<file path="src/shared/scope_trig_pkg.sv">
// scope trigger unit package: register map, field positions, codes
// assumes one ref_clk domain and a 16-bit register port
package scope_trig_pkg;
  localparam int DW = 16;
  localparam int AW = 6;
  localparam int NUNIT = 4;
  // address decode: addr[GLB_BIT] picks globals, addr[4:3] the unit
  localparam int GLB_BIT = 5;
  localparam int UNIT_LSB = 3;
  localparam logic [2:0] REG_CFG = 3'h0;
  localparam logic [2:0] REG_QUAL = 3'h1;
  localparam logic [2:0] REG_TH1 = 3'h2;
  localparam logic [2:0] REG_TH2 = 3'h3;
  localparam logic [2:0] REG_PW = 3'h4;
  localparam logic [AW-1:0] GLB_CTRL = 6'h20;
  localparam logic [AW-1:0] GLB_TPER = 6'h21;
  localparam logic [AW-1:0] GLB_CHRONO = 6'h22;
  localparam logic [AW-1:0] GLB_CAPT = 6'h23;
  localparam logic [AW-1:0] GLB_STAT = 6'h24;
  // trigger_unit_config fields
  localparam int ACT_TIMER_CLEAR = 2;
  localparam int ACT_TIMER_CAPT = 3;
  localparam int ACT_OUTPUT_SET = 4;
  localparam int ACT_RECORD_OR_CHAIN = 5;
  localparam int CHAIN_SEL = 7;
  localparam int SRC_LSB = 8;
  localparam int EVT_LSB = 11;
  localparam int ENA_LSB = 0;
  // host_control_byte_one fields
  localparam int CTRL_SHOT = 0;
  localparam int CTRL_OUT_CLR = 1;
  localparam int OUTPUT_SET_PERMIT_BIT = 2;
  localparam int CTRL_REC_CLR = 3;
  localparam int STAT_DOUT = 0;
  localparam int STAT_REC = 1;
  // reset values
  localparam logic [DW-1:0] CFG_RST = 16'h0000;
  localparam logic [DW-1:0] TH_RST = 16'h03E8;
  localparam logic [DW-1:0] PW_RST = 16'h0064;
  localparam logic [DW-1:0] ZERO_W = 16'h0000;
  localparam logic [DW-1:0] ONE_W = 16'h0001;
  localparam logic [DW-1:0] MAX_W = 16'hFFFF;
  typedef enum logic [2:0] {
    SRC_SHOT = 3'b000, SRC_TIMER = 3'b001, SRC_DIG = 3'b010,
    SRC_AN1 = 3'b011, SRC_AN2 = 3'b100
  } src_e;
  typedef enum logic [2:0] {
    EVT_RISE = 3'b000, EVT_FALL = 3'b001, EVT_POS_LONG = 3'b010,
    EVT_POS_SHORT = 3'b011, EVT_NEG_LONG = 3'b100, EVT_NEG_SHORT = 3'b101
  } evt_e;
  typedef enum logic [2:0] {
    ENA_ALWAYS = 3'b000, ENA_DIG_HIGH = 3'b001, ENA_DIG_LOW = 3'b010,
    ENA_A1_ABOVE = 3'b011, ENA_A1_BELOW = 3'b100, ENA_A2_ABOVE = 3'b101,
    ENA_A2_BELOW = 3'b110
  } ena_e;
endpackage : scope_trig_pkg

</file>
<file path="src/rtl/scope_trigger_unit_logic.sv">
// trigger units of a one- or two-channel scope input: source, event,
// enable gate and action for each unit, plus chronometer and timer.
// assumes samples and the trigger pin are synchronous to ref_clk and
// that sampleStrobe marks one cycle per sample period.
//
// The address map and the strobed register port were chosen for this implementation.

// Overview of operation
// - shot source fires on host shot command
// - timer source fires at programmed period
// - digital source follows trigger input pin
// - analog one source uses channel one samples
// - channel two source only on two-channel
// - rising edge fires on upward threshold crossing
// - falling edge fires on downward threshold crossing
// - four pulse-width modes compare against width
// - detected pulse ANDed with enable condition
// - always enabled forwards every pulse
// - digital high gate needs pin high
// - digital low gate needs pin low
// - analog one above second threshold gate
// - analog one below second threshold gate
// - channel two gates only on two-channel
// - timer clear action zeroes, chronometer resumes
// - capture action latches chronometer value
// - output set needs host permit bit
// - unit one chain arms unit two
// - two-channel chain continues to units three, four
module scope_trigger_unit_logic
  import scope_trig_pkg::*;
#(
  parameter bit TWO_CHANNEL = 1'b1
) (
  // clock and reset
  input wire logic ref_clk,
  input wire logic reset_n,
  // register port
  input wire logic [AW-1:0] regAddr,
  input wire logic [DW-1:0] regWrData,
  input wire logic regWr,
  input wire logic regRd,
  output logic [DW-1:0] regRdData,
  // samples and trigger pin
  input wire logic sampleStrobe,
  input wire logic [DW-1:0] ch1Sample,
  input wire logic [DW-1:0] ch2Sample,
  input wire logic trigPin,
  // actions
  output logic digitalOut,
  output logic recordStart,
  output logic [DW-1:0] chronometer
);

  // signed compare used by the analog sources and gates
  function automatic logic isAbove(input logic [DW-1:0] v, input logic [DW-1:0] th);
    isAbove = $signed(v) > $signed(th);
  endfunction : isAbove

  function automatic logic isBelow(input logic [DW-1:0] v, input logic [DW-1:0] th);
    isBelow = $signed(v) < $signed(th);
  endfunction : isBelow

  logic [DW-1:0] cfg_q [NUNIT];
  logic [DW-1:0] qual_q [NUNIT];
  logic [DW-1:0] th1_q [NUNIT];
  logic [DW-1:0] th2_q [NUNIT];
  logic [DW-1:0] pw_q [NUNIT];
  logic [DW-1:0] tPer_q;
  logic [DW-1:0] tCnt_q;
  logic [DW-1:0] chrono_q;
  logic [DW-1:0] capt_q;
  logic [DW-1:0] rdData_q;
  logic permit_q;
  logic dout_q;
  logic recSticky_q;
  logic recStart_q;
  logic [1:0] unitIdx;
  logic unitSel;
  logic ctrlWr;
  logic shotPulse;
  logic timerTick;
  logic [NUNIT-1:0] detVec;
  logic [NUNIT-1:0] qualVec;
  logic [NUNIT-1:0] chainOut;
  logic [NUNIT-1:0] prevAboveVec;
  logic anyClear;
  logic anyCapt;
  logic anySet;
  logic anyRec;

  // register decode
  assign unitIdx = regAddr[UNIT_LSB+1:UNIT_LSB];
  assign unitSel = !regAddr[GLB_BIT];
  assign ctrlWr = regWr && (regAddr == GLB_CTRL);
  assign shotPulse = ctrlWr && regWrData[CTRL_SHOT];

  // per-unit configuration registers
  always_ff @(posedge ref_clk or negedge reset_n) begin
    if (!reset_n) begin
      for (int i = 0; i < NUNIT; i++) begin
        cfg_q[i] <= CFG_RST;
        qual_q[i] <= CFG_RST;
        th1_q[i] <= TH_RST;
        th2_q[i] <= TH_RST;
        pw_q[i] <= PW_RST;
      end
    end else if (regWr && unitSel) begin
      case (regAddr[2:0])
        REG_CFG: cfg_q[unitIdx] <= regWrData;
        REG_QUAL: qual_q[unitIdx] <= regWrData;
        REG_TH1: th1_q[unitIdx] <= regWrData;
        REG_TH2: th2_q[unitIdx] <= regWrData;
        REG_PW: pw_q[unitIdx] <= regWrData;
        default: ;
      endcase
    end
  end

  // global control: timer period and output permit
  always_ff @(posedge ref_clk or negedge reset_n) begin
    if (!reset_n) begin
      tPer_q <= ZERO_W;
      permit_q <= 1'b0;
    end else begin
      if (regWr && regAddr == GLB_TPER) tPer_q <= regWrData;
      if (ctrlWr) permit_q <= regWrData[OUTPUT_SET_PERMIT_BIT];
    end
  end

  // periodic timer, period in ref_clk cycles, zero stops it
  always_ff @(posedge ref_clk or negedge reset_n) begin
    if (!reset_n) begin
      tCnt_q <= ZERO_W;
    end else if (tPer_q == ZERO_W || timerTick) begin
      tCnt_q <= ZERO_W;
    end else begin
      tCnt_q <= tCnt_q + ONE_W;
    end
  end
  assign timerTick = (tPer_q != ZERO_W) && (tCnt_q == tPer_q - ONE_W);

  // one trigger unit per index; units three and four need two channels
  for (genvar u = 0; u < NUNIT; u++) begin : gUnit
    logic present;
    logic [2:0] src;
    logic [2:0] evt;
    logic [2:0] ena;
    logic [DW-1:0] srcVal;
    logic srcOk;
    logic above;
    logic strobeAbove;
    logic prevAbove_q;
    logic [DW-1:0] width_q;
    logic armed_q;
    logic chained;
    logic rise;
    logic fall;
    logic evtHit;
    logic gateOpen;
    logic armOk;

    assign present = (u < 2) || TWO_CHANNEL;
    assign src = cfg_q[u][SRC_LSB+2:SRC_LSB];
    assign evt = cfg_q[u][EVT_LSB+2:EVT_LSB];
    assign ena = qual_q[u][ENA_LSB+2:ENA_LSB];

    // source selection
    always_comb begin
      srcVal = ch1Sample;
      srcOk = 1'b1;
      case (src)
        SRC_AN2: begin
          srcVal = ch2Sample;
          srcOk = TWO_CHANNEL;
        end
        SRC_AN1: srcVal = ch1Sample;
        default: srcVal = ch1Sample;
      endcase
    end
    assign above = (src == SRC_DIG) ? trigPin : isAbove(srcVal, th1_q[u]);
    assign strobeAbove = above && srcOk;

    // level history and run length, one step per sample
    always_ff @(posedge ref_clk or negedge reset_n) begin
      if (!reset_n) begin
        prevAbove_q <= 1'b0;
        width_q <= ZERO_W;
      end else if (sampleStrobe) begin
        prevAbove_q <= strobeAbove;
        if (strobeAbove != prevAbove_q) width_q <= ONE_W;
        else if (width_q != MAX_W) width_q <= width_q + ONE_W;
      end
    end

    // event detector
    assign rise = sampleStrobe && !prevAbove_q && strobeAbove;
    assign fall = sampleStrobe && prevAbove_q && !strobeAbove;
    always_comb begin
      case (evt)
        EVT_RISE: evtHit = rise;
        EVT_FALL: evtHit = fall;
        EVT_POS_LONG: evtHit = fall && (width_q > pw_q[u]);
        EVT_POS_SHORT: evtHit = fall && (width_q < pw_q[u]);
        EVT_NEG_LONG: evtHit = rise && (width_q > pw_q[u]);
        EVT_NEG_SHORT: evtHit = rise && (width_q < pw_q[u]);
        default: evtHit = 1'b0;
      endcase
    end
    always_comb begin
      case (src)
        SRC_SHOT: detVec[u] = shotPulse;
        SRC_TIMER: detVec[u] = timerTick;
        default: detVec[u] = evtHit && srcOk;
      endcase
    end

    // enable condition on the second gate input
    always_comb begin
      case (ena)
        ENA_ALWAYS: gateOpen = 1'b1;
        ENA_DIG_HIGH: gateOpen = trigPin;
        ENA_DIG_LOW: gateOpen = !trigPin;
        ENA_A1_ABOVE: gateOpen = isAbove(ch1Sample, th2_q[u]);
        ENA_A1_BELOW: gateOpen = isBelow(ch1Sample, th2_q[u]);
        ENA_A2_ABOVE: gateOpen = TWO_CHANNEL && isAbove(ch2Sample, th2_q[u]);
        ENA_A2_BELOW: gateOpen = TWO_CHANNEL && isBelow(ch2Sample, th2_q[u]);
        default: gateOpen = 1'b0;
      endcase
    end

    // chain arming from the previous unit
    if (u == 0) begin : gHead
      assign chained = 1'b0;
      assign armOk = 1'b1;
    end else begin : gLink
      assign chained = cfg_q[u-1][ACT_RECORD_OR_CHAIN] && cfg_q[u-1][CHAIN_SEL];
      assign armOk = !chained || armed_q || chainOut[u-1];
    end
    always_ff @(posedge ref_clk or negedge reset_n) begin
      if (!reset_n) begin
        armed_q <= 1'b0;
      end else if (qualVec[u]) begin
        armed_q <= 1'b0;
      end else if (u > 0 && chained && chainOut[(u > 0) ? u-1 : 0]) begin
        armed_q <= 1'b1;
      end
    end

    assign qualVec[u] = present && detVec[u] && gateOpen && armOk;
    assign chainOut[u] = qualVec[u] && cfg_q[u][ACT_RECORD_OR_CHAIN] && cfg_q[u][CHAIN_SEL];
    assign prevAboveVec[u] = prevAbove_q;
  end

  // action dispatch over all units
  always_comb begin
    anyClear = 1'b0;
    anyCapt = 1'b0;
    anySet = 1'b0;
    anyRec = 1'b0;
    for (int i = 0; i < NUNIT; i++) begin
      anyClear = anyClear || (qualVec[i] && cfg_q[i][ACT_TIMER_CLEAR]);
      anyCapt = anyCapt || (qualVec[i] && cfg_q[i][ACT_TIMER_CAPT]);
      anySet = anySet || (qualVec[i] && cfg_q[i][ACT_OUTPUT_SET]);
      anyRec = anyRec || (qualVec[i] && cfg_q[i][ACT_RECORD_OR_CHAIN]
               && !cfg_q[i][CHAIN_SEL]);
    end
  end

  // free-running chronometer with clear
  always_ff @(posedge ref_clk or negedge reset_n) begin
    if (!reset_n) chrono_q <= ZERO_W;
    else if (anyClear) chrono_q <= ZERO_W;
    else chrono_q <= chrono_q + ONE_W;
  end

  // capture of the chronometer
  always_ff @(posedge ref_clk or negedge reset_n) begin
    if (!reset_n) capt_q <= ZERO_W;
    else if (anyCapt) capt_q <= chrono_q;
  end

  // digital output, set wins over a software clear
  always_ff @(posedge ref_clk or negedge reset_n) begin
    if (!reset_n) dout_q <= 1'b0;
    else if (anySet && permit_q) dout_q <= 1'b1;
    else if (ctrlWr && regWrData[CTRL_OUT_CLR]) dout_q <= 1'b0;
  end

  // recording start pulse and its sticky status
  always_ff @(posedge ref_clk or negedge reset_n) begin
    if (!reset_n) begin
      recStart_q <= 1'b0;
      recSticky_q <= 1'b0;
    end else begin
      recStart_q <= anyRec;
      if (anyRec) recSticky_q <= 1'b1;
      else if (ctrlWr && regWrData[CTRL_REC_CLR]) recSticky_q <= 1'b0;
    end
  end

  // read data, valid only in the cycle after the strobe
  always_ff @(posedge ref_clk or negedge reset_n) begin
    if (!reset_n) begin
      rdData_q <= ZERO_W;
    end else if (!regRd) begin
      rdData_q <= ZERO_W;
    end else if (unitSel) begin
      case (regAddr[2:0])
        REG_CFG: rdData_q <= cfg_q[unitIdx];
        REG_QUAL: rdData_q <= qual_q[unitIdx];
        REG_TH1: rdData_q <= th1_q[unitIdx];
        REG_TH2: rdData_q <= th2_q[unitIdx];
        REG_PW: rdData_q <= pw_q[unitIdx];
        default: rdData_q <= ZERO_W;
      endcase
    end else begin
      case (regAddr)
        GLB_CTRL: rdData_q <= {13'h0000, permit_q, 2'b00};
        GLB_TPER: rdData_q <= tPer_q;
        GLB_CHRONO: rdData_q <= chrono_q;
        GLB_CAPT: rdData_q <= capt_q;
        GLB_STAT: rdData_q <= {14'h0000, recSticky_q, dout_q};
        default: rdData_q <= ZERO_W;
      endcase
    end
  end

  assign regRdData = rdData_q;
  assign digitalOut = dout_q;
  assign recordStart = recStart_q;
  assign chronometer = chrono_q;

  // checks
  a_shot_fires_unit: assert property (@(posedge ref_clk) disable iff (!reset_n)
    shotPulse && cfg_q[0][SRC_LSB+2:SRC_LSB] == SRC_SHOT |-> detVec[0])
    else $error("shot command did not fire unit one");
  a_timer_tick_spacing: assert property (@(posedge ref_clk) disable iff (!reset_n)
    timerTick && tPer_q > ONE_W && $stable(tPer_q) |=> !timerTick)
    else $error("timer ticks back to back");
  a_rise_needs_crossing: assert property (@(posedge ref_clk) disable iff (!reset_n)
    detVec[0] && cfg_q[0][SRC_LSB+2:SRC_LSB] == SRC_AN1
    && cfg_q[0][EVT_LSB+2:EVT_LSB] == EVT_RISE
    |-> sampleStrobe && !prevAboveVec[0] && isAbove(ch1Sample, th1_q[0]))
    else $error("rising event without upward crossing");
  a_gate_needs_detect: assert property (@(posedge ref_clk) disable iff (!reset_n)
    qualVec[0] |-> detVec[0])
    else $error("qualified pulse without detection");
  a_dig_high_gate: assert property (@(posedge ref_clk) disable iff (!reset_n)
    qualVec[0] && qual_q[0][2:0] == ENA_DIG_HIGH |-> trigPin)
    else $error("digital high gate passed with pin low");
  a_dig_low_gate: assert property (@(posedge ref_clk) disable iff (!reset_n)
    qualVec[0] && qual_q[0][2:0] == ENA_DIG_LOW |-> !trigPin)
    else $error("digital low gate passed with pin high");
  a_clear_then_count: assert property (@(posedge ref_clk) disable iff (!reset_n)
    anyClear ##1 !anyClear |=> chrono_q == ONE_W)
    else $error("chronometer did not clear and resume");
  a_capture_value: assert property (@(posedge ref_clk) disable iff (!reset_n)
    anyCapt |=> capt_q == $past(chrono_q))
    else $error("capture latched wrong count");
  a_out_needs_permit: assert property (@(posedge ref_clk) disable iff (!reset_n)
    !dout_q && !permit_q |=> !dout_q)
    else $error("digital output set without permit");
  a_units_absent: assert property (@(posedge ref_clk) disable iff (!reset_n)
    !TWO_CHANNEL |-> qualVec[3:2] == 2'b00)
    else $error("units three or four active on one channel");

endmodule : scope_trigger_unit_logic

</file>
<file path="config.mk">
export PLATFORM = sky130hd
export DESIGN_NAME = scope_trigger_unit_logic
export DESIGN_NICKNAME = d
export VERILOG_FILES = /design/src/shared/scope_trig_pkg.sv /design/src/rtl/scope_trigger_unit_logic.sv
export SDC_FILE = /design/constraint.sdc
export NUM_CORES = 1
export LEC_CHECK = 0
export ABC_AREA = 1
export BUFFER_PORTS_ARGS = -buffer_cell sky130_fd_sc_hd__clkbuf_2
export CELL_PAD_IN_SITES_DETAIL_PLACEMENT = 1
export CELL_PAD_IN_SITES_GLOBAL_PLACEMENT = 1
export CORE_MARGIN = 2
export CORE_UTILIZATION = 40
export DETAILED_ROUTE_END_ITERATION = 10
export PLACE_DENSITY = 0.67
export SLEW_MARGIN = 20
export SYNTH_ARGS = -nofsm -noshare
export SYNTH_HDL_FRONTEND = slang
export SYNTH_SLANG_ARGS = --single-unit
</file>
<file path="constraint.sdc">
create_clock -name ref_clk -period 3.5 [get_ports ref_clk]
set_input_delay 0.7 -clock ref_clk [delete_from_list [all_inputs] [get_ports ref_clk]]
set_output_delay 0.7 -clock ref_clk [all_outputs]
set_load 0.005 [all_outputs]
</file>
# Yosys cells after proc, flatten, opt, wreduce, memory -nomap -nowiden
# Index checks and enable logic that the tools add are counted.
# word_totals
reg_bits	475
inputBits	60
word_cells	364
# op_classes
addsub	7
n_lt_le_gt_ge	30
n_eq_ne	74
muxes	66
n_bitwise	1
n_reduce_logical	146
# op_table
operator	n
two-way mux 16 bit	27
bitwise mux 64 bit	5
> comparator 16 bit	16
less-than comparator 16 bit	12
binary-select mux 16 bit (select 2 bit)	5
one-hot mux 16 bit (5 select lines)	2
adder 16 x 1 -> 16 bit (second input constant)	6
logical AND 1 bit	77
== test 3 bit (second input constant)	25
== test 3 x 2 -> 1 bit (second input constant)	22
inequality test 16 bit (second input constant)	4
== test 3 x 1 -> 1 bit (second input constant)	13
logical NOT 3 bit	13
demux 16 bit (select 2 bit)	1
== test 6 bit (second input constant)	5
one-hot mux 1 bit (7 select lines)	4
one-hot mux 1 bit (6 select lines)	4
logical OR 1 bit	19
AND reduction 2 bit	9
nonzero test 2 bit	9
logical NOT 1 bit	17
== test 16 bit	1
logical NOT 16 bit	1
nonzero test 16 bit	1
7 further kinds	26

# Longest topological paths before layout
# Gate-level depths: netlist of the first run.
# depth
depth_word	26
ltp_mapped	32

# Worst setup path before layout of the first run
# Ideal clock, no wire load.
# synth_timing
kind	flip-flop to flip-flop
start	reg cfg_q[8] (netlist name)
end	reg gUnit[3].width_q[11]
setup_ps	71
arrival_ps	3127
required_ps	3429
path_slack_ps	302
path_stages_with_launch	22
path_buffers	1
period_less_slack_ps	3198
path_cell_list	dfrtp_1 > nor2_1 > nand2_1 > clkbuf_1 > nand2_1 > o21ai_0 > ha_1 > a21oi_1 > nor2_1 > a211oi_1 > o21ai_1 > a21oi_1 > xor2_1 > nand2_1 > nand2_1 > xor2_1 > o21ai_2 > clkinv_1 > nand2_1 > o21ai_0 > nand2_1 > nor2_1
# synth_between
elab_chain_cells	7
# synth_lines
item	line_no	source
start: declaration	scope_trigger_unit_logic.sv:63	logic [DW-1:0] cfg_q [NUNIT];
start signal: indexed assignment	scope_trigger_unit_logic.sv:109	REG_CFG: cfg_q[unitIdx] <= regWrData;
== test 3 bit	scope_trigger_unit_logic.sv:171	case (src)
two-way mux 16 bit	scope_trigger_unit_logic.sv:171	
> comparator 16 bit	scope_trigger_unit_logic.sv:56	isAbove = $signed(v) > $signed(th);
two-way mux 1 bit *	scope_trigger_unit_logic.sv:180	assign above = (src == SRC_DIG) ? trigPin : isAbove(srcVal, th1_q[u]);
inequality test 1 bit *	scope_trigger_unit_logic.sv:190	if (strobeAbove != prevAbove_q) width_q <= ONE_W;
nonzero test 2 bit (no source line)	--	
AND reduction 2 bit (no source line)	--	
end signal: assignment	scope_trigger_unit_logic.sv:191	else if (width_q != MAX_W) width_q <= width_q + ONE_W;
end: declaration	scope_trigger_unit_logic.sv:153	logic [DW-1:0] width_q;
# Mark *: on every way between the ends. The rest lies on a longest branch, timed or not.
# A chain may end at the register's enable or synchronous reset.

# Worst setup path after layout of the first run
# layout_timing
start	reg cfg_q[8] (netlist name)
end	reg capt_q[3]
# layout_between
elab_chain_cells	13
# layout_lines
item	line_no	source
== test 3 bit	scope_trigger_unit_logic.sv:171	
two-way mux 16 bit	scope_trigger_unit_logic.sv:171	
> comparator 16 bit	scope_trigger_unit_logic.sv:56	
two-way mux 1 bit	scope_trigger_unit_logic.sv:180	
logical NOT 1 bit	scope_trigger_unit_logic.sv:197	assign fall = sampleStrobe && prevAbove_q && !strobeAbove;
logical AND 1 bit	scope_trigger_unit_logic.sv:197	
logical AND 1 bit (on tied branches)	scope_trigger_unit_logic.sv:203, scope_trigger_unit_logic.sv:202	
one-hot mux 1 bit (6 select lines)	scope_trigger_unit_logic.sv:199	case (evt)
one-hot mux 1 bit (2 select lines) *	scope_trigger_unit_logic.sv:210	case (src)
logical AND 1 bit * (2 in a row)	scope_trigger_unit_logic.sv:249	assign qualVec[u] = present && detVec[u] && gateOpen && armOk;
logical AND 1 bit *	scope_trigger_unit_logic.sv:262	anyCapt = anyCapt || (qualVec[i] && cfg_q[i][ACT_TIMER_CAPT]);
logical OR 1 bit *	scope_trigger_unit_logic.sv:262	
end signal: assignment	scope_trigger_unit_logic.sv:279	else if (anyCapt) capt_q <= chrono_q;
end: declaration	scope_trigger_unit_logic.sv:71	logic [DW-1:0] capt_q;
# Marked as above.

==> results.cfg, run 1 <==
[route]
postRouteAntennaNets = 0
drt-met1-wl_um = 54900
wl_met2_um = 56500
wire_per_inst_um = 23.6
routed.top_layer = met4
dr_wl_met3_um = 6530
first_pass_iters = 5
drt-total-wl_um = 123000
drc = 0
routed-via-count = 29151
viasPerCell = 5.61
drtIter0Drc = 2407

[cells_and_area]
fin_area_um2 = 37200
layout_commonest_cell = nand2_1
drive_gt1_frac = 0.203
final_nets = 4505
areaGrowthSynthToFinish_pct = 24.7
nFillCells = 8991
final_cell_mix = nand2_1 (797), inv_1 (464), o21ai_0 (418)
utilization = 0.501

[timing]
slew-limit-headroom = 0.374
slew_violations = 0
tightest_slew_ns = 0.939
finalSetupViolCount = 39
hold_violations = 0
rsz0062_at_grt = yes
fmax_ghz = 0.273
period_share = 1.05
fin_ws_ns = -0.160
post-route-min-period_ns = 3.66
clock-skew-final_ns = 0.0355

[cts]
clock_latency_ns = 0.65
numClockSinks = 475
numCtsBuffers = 56
clk_pin_slew_ns = 0.06
htree_levels = 2
cts_root_buffer = clkbuf_16
cts_tree = done
cts.path.max_buffers = 3

[place]
numPortBuffers = 93
gp_congestion = 0.920
place_hpwl_um = 89700
place_area_um2 = 33400

[min_path]
holdCritPathClass = primary input to async pin

[synthesis]
synth_top_cell_area_share = 0.348
synth-main-ff-cell = dfrtp_1
synth.area.top_cells = dfrtp_1 (35%), ha_1 (11%), nand2_1 (11%), o21ai_0 (8.1%), inv_1 (6.0%)
synth_edf_count = 0
synth_cell_types = 58
synthCells = 3838
synth.avg_cell_area_um2 = 7.77
ys_async_sr_fraction = 1.00
yosys_warnings = 0
synth_largest_area_cell = dfrtp_1
yosysSeqAreaShare = 0.401
netlist_area_um2 = 29800
ys_ff_latch = 475
syn_nets = 4161

[grt]
grt_max_degree = 78
grt_pass1_wl_um = 185000
grt_usage = 0.315
overflow = 0
grt_antenna_before_repair = 6
first_global_vias = 29760

[critical_path]
reg2reg_to = capt_q[3]$_DFFE_PN0P_
worstSetupStartpointType = flip-flop
crit_type = flip-flop to flip-flop
arrival_ns = 4.18
critPathCaptureType = flip-flop
path_common_cell = nand2_2
rrSetupSlack_ns = -0.16
crit_path_cell_trace = nor2_4, nand2_4, buf_12, buf_16, o21ai_4, ha_1, a21oi_2, nor2_1, a211oi_1, o21ai_1, a21oi_1, xor2_1, nand2_1, nand2_2, inv_2, nor2_2, nand2_1, nand3_2, nand2_2, nor2_4, nand3_4, buf_6, nand3_2, nand2_2
required_ns = 4.02
ff2ff_path_depth = 24
slowest_stage = dfrtp_1
r2r_start = cfg_q[8]$_DFFE_PN0P_
max_stage_delay_ns = 0.43
path_max_fanout = 8

[floorplanning]
die-width_um = 277
core_um2 = 74200
dieArea_um2 = 76800
die_h_um = 277
placementRows = 100
boundaryPins = 94
initial_core_util = 0.402

[status]
violations = setup timing
outcome = complete, but fails checks

[job]
cap_violations = 0

[power]
vdd_drop_max_mv = 0.507
power_density_nw_per_um2 = 525
power.leakage_nw = 17.3
[critical path, delay by kind of cell, from the launching register on]
kind                       cells  cell delay, ns
and+or+nand+nor               13            1.33
xor gates and xnor gates       1            0.22
AOI/OAI and AO/OA              5            0.73
adders and majority gates      1            0.27
buffers and inverters          4            0.54
DFF                            1            0.43
[per-stage QoR]
stage          setup WS, ns  instances  hold slack, ns  TNS [ns]  power (mW)
3_3_place_gp         -0.420       5034           0.466    -24.96        12.3
4_1_cts             -0.0786       5175          0.0905     -1.81        19.2
2_1_floorplan         0.302       3838           0.404         0        10.0
3_5_place_dp         -0.459       5034           0.473    -29.62        12.5
5_1_grt              -0.341       5196           0.129    -12.72        20.6
6_report             -0.160       5198          0.0810     -3.49        19.5
[registers in the layout, summed over array words and instances (netlist names)]
register,count
tCnt_q,16
recordStart,1
gUnit.prevAbove_q,4
gUnit.ena,12
tPer_q,16
gUnit.armed_q,3
gUnit.width_q,64
cfg_q,64
chronometer,16
th1_q,64
th2_q,64
recSticky_q,1
permit_q,1
digitalOut,1
regRdData,16
qual_q,52
capt_q,16
pw_q,64
[report_power, final]
group,internal (mW),switching [mW]
Clock,3.62,2.57
Sequential,6.28,0.728
Combinational,2.50,3.82
[logic make-up (layout without fill, tap and decap cells)]
logic type | count (synthesis) | in the layout | share of synthesized area
simple gates | 1459 | 1460 | 0.208
buf+inv | 644 | 1032 | 0.0819
fa+ha+maj | 263 | 263 | 0.110
other cells | 0 | 2 | 0
flops | 475 | 475 | 0.401
compound gates | 948 | 948 | 0.184
xor+xnor | 49 | 49 | 0.0146
[area by class of cell]
type | count | area [µm²] | area share
Clock buffer | 85 | 1650 | 0.0444
Sequential cell | 475 | 12000 | 0.322
Antenna cell | 2 | 5.00 | 0.000135
Tap cell | 969 | 1210 | 0.0326
Timing Repair Buffer | 446 | 3700 | 0.0994
Multi-Input combinational cell | 2720 | 16600 | 0.446
Clock inverter | 18 | 263 | 0.00707
Inverter | 483 | 1820 | 0.0490
[how the worst max path moves through the flow]
stage	slack (ns)	start	to	depth (start not counted)
after floorplan	0.30	cfg_q[8]$_DFFE_PN0P_	gUnit[3].width_q[11]$_DFFE_PN0P_	21
after global placement	-0.42	ch2Sample[9]	capt_q[15]$_DFFE_PN0P_	23
after detailed placement	-0.46	ch2Sample[15]	gUnit[1].width_q[9]$_DFFE_PN0P_	25
after CTS	-0.08	cfg_q[8]$_DFFE_PN0P_	capt_q[0]$_DFFE_PN0P_	24
after global routing	-0.34	cfg_q[41]$_DFFE_PN0P_	capt_q[3]$_DFFE_PN0P_	27
final	-0.16	cfg_q[8]$_DFFE_PN0P_	capt_q[3]$_DFFE_PN0P_	24
[per-layer routing]
metal | vias up | global-route usage
met5 | - | 0
met4 | 0 | 0.117
met3 | 228 | 0.0414
met2 | 755 | 0.509
met1 | 14562 | 0.432
li1 | 13606 | -
[cell usage after synthesis (39+ instances only)]
master    number
nand2_1      856
o21ai_0      485
inv_1        476
dfrtp_1      415
ha_1         263
nor2_1       261
a21oi_1      181
clkbuf_1     151
nand3_1      151
a22oi_1      100
nor3_1        63
dfstp_2       60
nand4_1       39
[repair_timing]
item | 4_1_cts | 5_1_grt
buffers inserted | 34 | 19
setup endpoints to repair | 84 | 90
gates resized for setup | 156 | 208
cloned | 7 | 4
hold buffers | 0 | 0
pin swaps | 53 | 88
Note: power is estimated with default switching activity, not from simulation.
==> inputs of run 2 (changes only) <==
--- a/config.mk
+++ b/config.mk
@@ -11,6 +11,7 @@
 export CELL_PAD_IN_SITES_GLOBAL_PLACEMENT = 1
 export CORE_MARGIN = 2
 export CORE_UTILIZATION = 40
+export CTS_BUF_LIST = sky130_fd_sc_hd__clkbuf_8 sky130_fd_sc_hd__clkbuf_16
 export DETAILED_ROUTE_END_ITERATION = 10
 export PLACE_DENSITY = 0.67
 export SLEW_MARGIN = 20
==> results.cfg, run 2 (synthesis gave the netlist of run 1 again) <==
[min_path]
holdCritPathClass = primary input to async pin

[cells_and_area]
final_nets = 4505
areaGrowthSynthToFinish_pct = 24.6
layout_commonest_cell = nand2_1
instances_no_fill = 5197
drive_gt1_frac = 0.203
fin_area_um2 = 37200
final_cell_mix = nand2_1 (797), inv_1 (480), o21ai_0 (418)

[critical_path]
max_stage_delay_ns = 0.42
slowest_stage = dfrtp_1
rrSetupSlack_ns = -0.18
critPathBufInv = 4
r2r_start = cfg_q[8]$_DFFE_PN0P_
path_common_cell = nand2_2
path_max_fanout = 8
worst-path-stages = 24
path_delay_family = simple AND/OR/NAND/NOR gates
crit_type = flip-flop to flip-flop
crit_path_cell_trace = nor2_4, nand2_4, buf_12, buf_16, o21ai_4, ha_1, a21oi_2, nor2_1, a211oi_1, o21ai_1, a21oi_1, xor2_1, nand2_1, nand2_2, inv_2, nor2_2, nand2_1, nand3_2, nand2_2, nor2_4, nand3_4, buf_6, nand3_2, nand2_2
required_ns = 4.02
arrival_ns = 4.20
critPathCaptureType = flip-flop
reg2reg_to = capt_q[3]$_DFFE_PN0P_
ff2ff_path_depth = 24
worstSetupStartpointType = flip-flop

[timing]
period_share = 1.05
finalSetupViolCount = 43
clock-skew-final_ns = 0.0365
hold_violations = 0
fmax_ghz = 0.272
rsz0062_at_grt = yes
tightest_slew_ns = 0.941
fin_ws_ns = -0.175
fin_setup_tns_ns = -4.03
slew-limit-headroom = 0.373
slew_violations = 0
post-route-min-period_ns = 3.68

[route]
routed-via-count = 29129
drt-total-wl_um = 123000
first_pass_iters = 5
wire_per_inst_um = 23.6
drtIter0Drc = 2262
postRouteAntennaNets = 0
drc = 0
viasPerCell = 5.60

[grt]
grt_max_degree = 78
first_global_vias = 29762
overflow = 0
grt_usage = 0.315
grt_antenna_before_repair = 6
grt_pass1_wl_um = 185000

[place]
place_hpwl_um = 89700
post-place-cells = 5034
gp_congestion = 0.920
numPortBuffers = 93
dp_slack_ns = -0.459
place_area_um2 = 33400

[status]
outcome = complete, but fails checks
violations = setup timing

[power]
p_clk_frac = 0.316
vdd_drop_max_mv = 0.508
power_switching_mw = 7.13
power.leakage_nw = 17.3
seqPwrFrac = 0.360
switching_share = 0.366
p_comb_frac = 0.325
intPower_mw = 12.4
power_density_nw_per_um2 = 524
total_power_mw = 19.5

[floorplanning]
dieArea_um2 = 76800
die_h_um = 277
core_um2 = 74200
die-width_um = 277
boundaryPins = 94
placementRows = 100
initial_core_util = 0.402

[cts]
clock_latency_ns = 0.65
cts_tree = done
cts.path.max_buffers = 3
numCtsBuffers = 56
clk_pin_slew_ns = 0.06
numClockSinks = 475
htree_levels = 2
cts_root_buffer = clkbuf_16

[job]
cap_violations = 0
[run 2: changes by cell type in the layout (fill, tap and decap cells not counted)]
cell | before | now
inv_1 | 464 | 480
clkbuf_1 | 16 | 0
diode_2 | 2 | 1
[run 2: power by group through the flow]
| stage | clock network (mW) | logic (mW) | registers (mW) |
|---|---|---|---|
| 2_1_floorplan | 0 | 3.22 | 6.81 |
| 3_3_place_gp | 0 | 5.29 | 7.03 |
| 3_5_place_dp | 0 | 5.46 | 7.05 |
| 4_1_cts | 6.27 | 5.87 | 6.98 |
| 5_1_grt | 6.44 | 7.01 | 7.09 |
| 6_report | 6.15 | 6.33 | 7.01 |
[run 2: routing by layer]
| layer | global-route usage | share of wire | vias up |
|---|---|---|---|
| met5 | 0 | 0 | - |
| met4 | 0.117 | 0.040 | 0 |
| met3 | 0.0414 | 0.052 | 225 |
| met2 | 0.509 | 0.46 | 740 |
| met1 | 0.432 | 0.45 | 14559 |
| li1 | - | - | 13605 |
[run 2: layout make-up]
class | count | area [µm²]
Inverter | 483 | 1820
Timing Repair Buffer | 446 | 3700
Clock inverter | 34 | 323
Fill cell | 8991 | 37000
Antenna cell | 1 | 2.50
Sequential cell | 475 | 12000
Clock buffer | 69 | 1590
Tap cell | 969 | 1210
Multi-Input combinational cell | 2720 | 16600
[run 2: what timing repair did]
item	in CTS	in global routing
hold endpoints to repair	0	0
hold buffers	0	0
cloned	7	4
pin swaps	53	88
buffers inserted	34	19
resized for setup	156	208
setup endpoints to repair	84	90
[run 2: how the worst max path moves through the flow]
stage,startpoint,to,slack (ns)
2_1_floorplan,cfg_q[8]$_DFFE_PN0P_,gUnit[3].width_q[11]$_DFFE_PN0P_,0.30
5_1_grt,cfg_q[41]$_DFFE_PN0P_,capt_q[3]$_DFFE_PN0P_,-0.34
3_3_place_gp,ch2Sample[9],capt_q[15]$_DFFE_PN0P_,-0.42
3_5_place_dp,ch2Sample[15],gUnit[1].width_q[9]$_DFFE_PN0P_,-0.46
4_1_cts,cfg_q[8]$_DFFE_PN0P_,capt_q[0]$_DFFE_PN0P_,-0.08
6_report,cfg_q[8]$_DFFE_PN0P_,capt_q[3]$_DFFE_PN0P_,-0.18
[run 2: stage by stage]
| stage | hold slack [ns] | utilization |
|---|---|---|
| after floorplan | 0.404 | - |
| after global placement | 0.466 | 0.451 |
| after detailed placement | 0.473 | 0.451 |
| after CTS | 0.0905 | 0.489 |
| after global routing | 0.129 | 0.501 |
| final | 0.0834 | 0.501 |
==> inputs of run 3 (changes only) <==
--- a/config.mk
+++ b/config.mk
@@ -10,10 +10,11 @@
 export CELL_PAD_IN_SITES_DETAIL_PLACEMENT = 1
 export CELL_PAD_IN_SITES_GLOBAL_PLACEMENT = 1
 export CORE_MARGIN = 2
-export CORE_UTILIZATION = 40
+export CORE_UTILIZATION = 35
 export CTS_BUF_LIST = sky130_fd_sc_hd__clkbuf_8 sky130_fd_sc_hd__clkbuf_16
 export DETAILED_ROUTE_END_ITERATION = 10
-export PLACE_DENSITY = 0.67
+export PLACE_DENSITY = 0.6
+export RECOVER_POWER = 100
 export SLEW_MARGIN = 20
 export SYNTH_ARGS = -nofsm -noshare
 export SYNTH_HDL_FRONTEND = slang
==> results.cfg, run 3 (synthesis gave the netlist of run 1 again) <==
[critical_path]
required_ns = 4.03
critPathBufInv = 4
crit_start = cfg_q[41]$_DFFE_PN0P_
arrival_ns = 4.35
r2r_start = cfg_q[41]$_DFFE_PN0P_
max_stage_delay_ns = 0.41
cp-endpoint = capt_q[3]$_DFFE_PN0P_
worst-path-stages = 28
crit_type = flip-flop to flip-flop
path_delay_family = simple AND/OR/NAND/NOR gates
reg2reg_to = capt_q[3]$_DFFE_PN0P_
slowest_stage = dfrtp_1
ff2ff_path_depth = 28
rrSetupSlack_ns = -0.32
critPathCaptureType = flip-flop
worstSetupStartpointType = flip-flop
path_max_fanout = 7

[timing]
rsz0062_at_grt = yes
hold_violations = 0
slew-limit-headroom = -0.518
fin_ws_ns = -0.319
finalSetupViolCount = 60
hold_ws_ns = 0.484
fmax_ghz = 0.262
period_share = 1.09
post-route-min-period_ns = 3.82
slew_violations = 65
tightest_slew_ns = 2.28
clock-skew-final_ns = 0.0160

[power]
p_clk_frac = 0.320
intPower_mw = 12.3
switching_share = 0.365
seqPwrFrac = 0.361
power_density_nw_per_um2 = 524
power.leakage_nw = 17.1
vdd_drop_max_mv = 0.366
power_switching_mw = 7.07
p_comb_frac = 0.319

[route]
wire_per_inst_um = 23.4
first_pass_iters = 5
drc = 0
viasPerCell = 5.31
postRouteAntennaNets = 0
routed-via-count = 28714
drtIter0Drc = 2014
drt-total-wl_um = 126000

[cts]
clock_latency_ns = 0.64
cts_tree = done
htree_levels = 2
numCtsBuffers = 57
cts.path.max_buffers = 3
numClockSinks = 475
clk_pin_slew_ns = 0.06
cts_root_buffer = clkbuf_16

[cells_and_area]
layout_commonest_cell = nand2_1
drive_gt1_frac = 0.179
final_nets = 4536
areaGrowthSynthToFinish_pct = 24.0
diodes = 0
final_cell_mix = nand2_1 (818), inv_1 (478), o21ai_0 (431)
utilization = 0.436

[floorplanning]
die-width_um = 296
boundaryPins = 94
die_h_um = 296
dieArea_um2 = 87600
placementRows = 107
core_um2 = 84900
initial_core_util = 0.351

[grt]
first_global_vias = 29025
grt_max_degree = 117
grt_usage = 0.286
grt_antenna_before_repair = 8
overflow = 0
grt_pass1_wl_um = 187000

[place]
place_hpwl_um = 93700
gp_congestion = 0.907
numPortBuffers = 93

[status]
violations = capacitance limit, slew limit, setup timing
outcome = complete, but fails checks

[min_path]
holdCritPathClass = flip-flop to flip-flop

[job]
cap_violations = 2
run 3: changes by cell type in the layout (fill, tap and decap cells not counted), sizes merged:
| cell | change |
|---|---|
| clkbuf | +38 |
| nand2 | -1 |
| buf | -9 |
| diode | -1 |
| clkinv | +3 |
| inv | +1 |
| dlygate4sd3 | +1 |
| clkinvlp | +1 |
run 3: metal layers:
layer	part of all wire	track usage
met4	0.030	0.0775
met5	0	0
met1	0.46	0.398
met2	0.47	0.474
met3	0.040	0.0280
run 3: final cells by class:
| class | count | area (µm²) |
|---|---|---|
| tap | 1144 | 1430 |
| multi-input combinational | 2719 | 16200 |
| inverter | 483 | 1820 |
| fill | 10346 | 47900 |
| clock buffer | 68 | 1600 |
| timing repair buffer | 477 | 3680 |
| clock inverter | 39 | 320 |
| sequential | 475 | 12000 |
run 3: metrics by stage:
step	power, mW	setup TNS, ns	setup slack (ns)	area, µm²	cells
global route	20.5	-64.88	-0.464	37000	5405
detailed placement	12.7	-39.09	-0.644	34000	5257
finish	19.4	-10.93	-0.319	37000	5405
CTS	19.3	-4.74	-0.140	36500	5388
global placement	12.6	-33.60	-0.561	34000	5257
floorplan	10.0	0	0.302	29800	3838
run 3: worst min path at each step:
| stage | startpoint | slack, ns | to | depth (start not counted) |
|---|---|---|---|---|
| floorplan | reset_n | 0.40 | capt_q[0]$_DFFE_PN0P_ | 0 |
| global placement | pw_q[1]$_DFFE_PN0P_ | 0.47 | pw_q[1]$_DFFE_PN0P_ | 2 |
| detailed placement | pw_q[20]$_DFFE_PN0P_ | 0.47 | pw_q[20]$_DFFE_PN0P_ | 2 |
| CTS | pw_q[20]$_DFFE_PN0P_ | 0.49 | pw_q[20]$_DFFE_PN0P_ | 2 |
| global route | qual_q[20]$_DFFE_PN0P_ | 0.51 | qual_q[20]$_DFFE_PN0P_ | 2 |
| finish | cfg_q[30]$_DFFE_PN0P_ | 0.48 | cfg_q[30]$_DFFE_PN0P_ | 2 |
run 3: power groups by stage:
stage,Combinational [mW],Clock (mW),Sequential [mW]
2_1_floorplan,3.22,0,6.81
3_3_place_gp,5.52,0,7.05
3_5_place_dp,5.66,0,7.05
4_1_cts,5.98,6.31,6.98
5_1_grt,6.92,6.52,7.09
6_report,6.18,6.20,7.00
run 3: tightest hold or removal path, delay by kind of cell, from the launching register on:
family / cells / cell delay [ns]
compound gates: 1 / 0.06
flops: 1 / 0.34
simple gates: 1 / 0.05
run 3: what timing repair did:
| item | CTS | global route |
|---|---|---|
| cloned | 6 | 7 |
| hold endpoints to repair | 18 | 0 |
| endpoints found under the setup margin | 102 | 100 |
| buffers inserted | 17 | 11 |
| resized for setup | 127 | 129 |
| pin swaps | 23 | 74 |
| hold buffers | 1 | 0 |
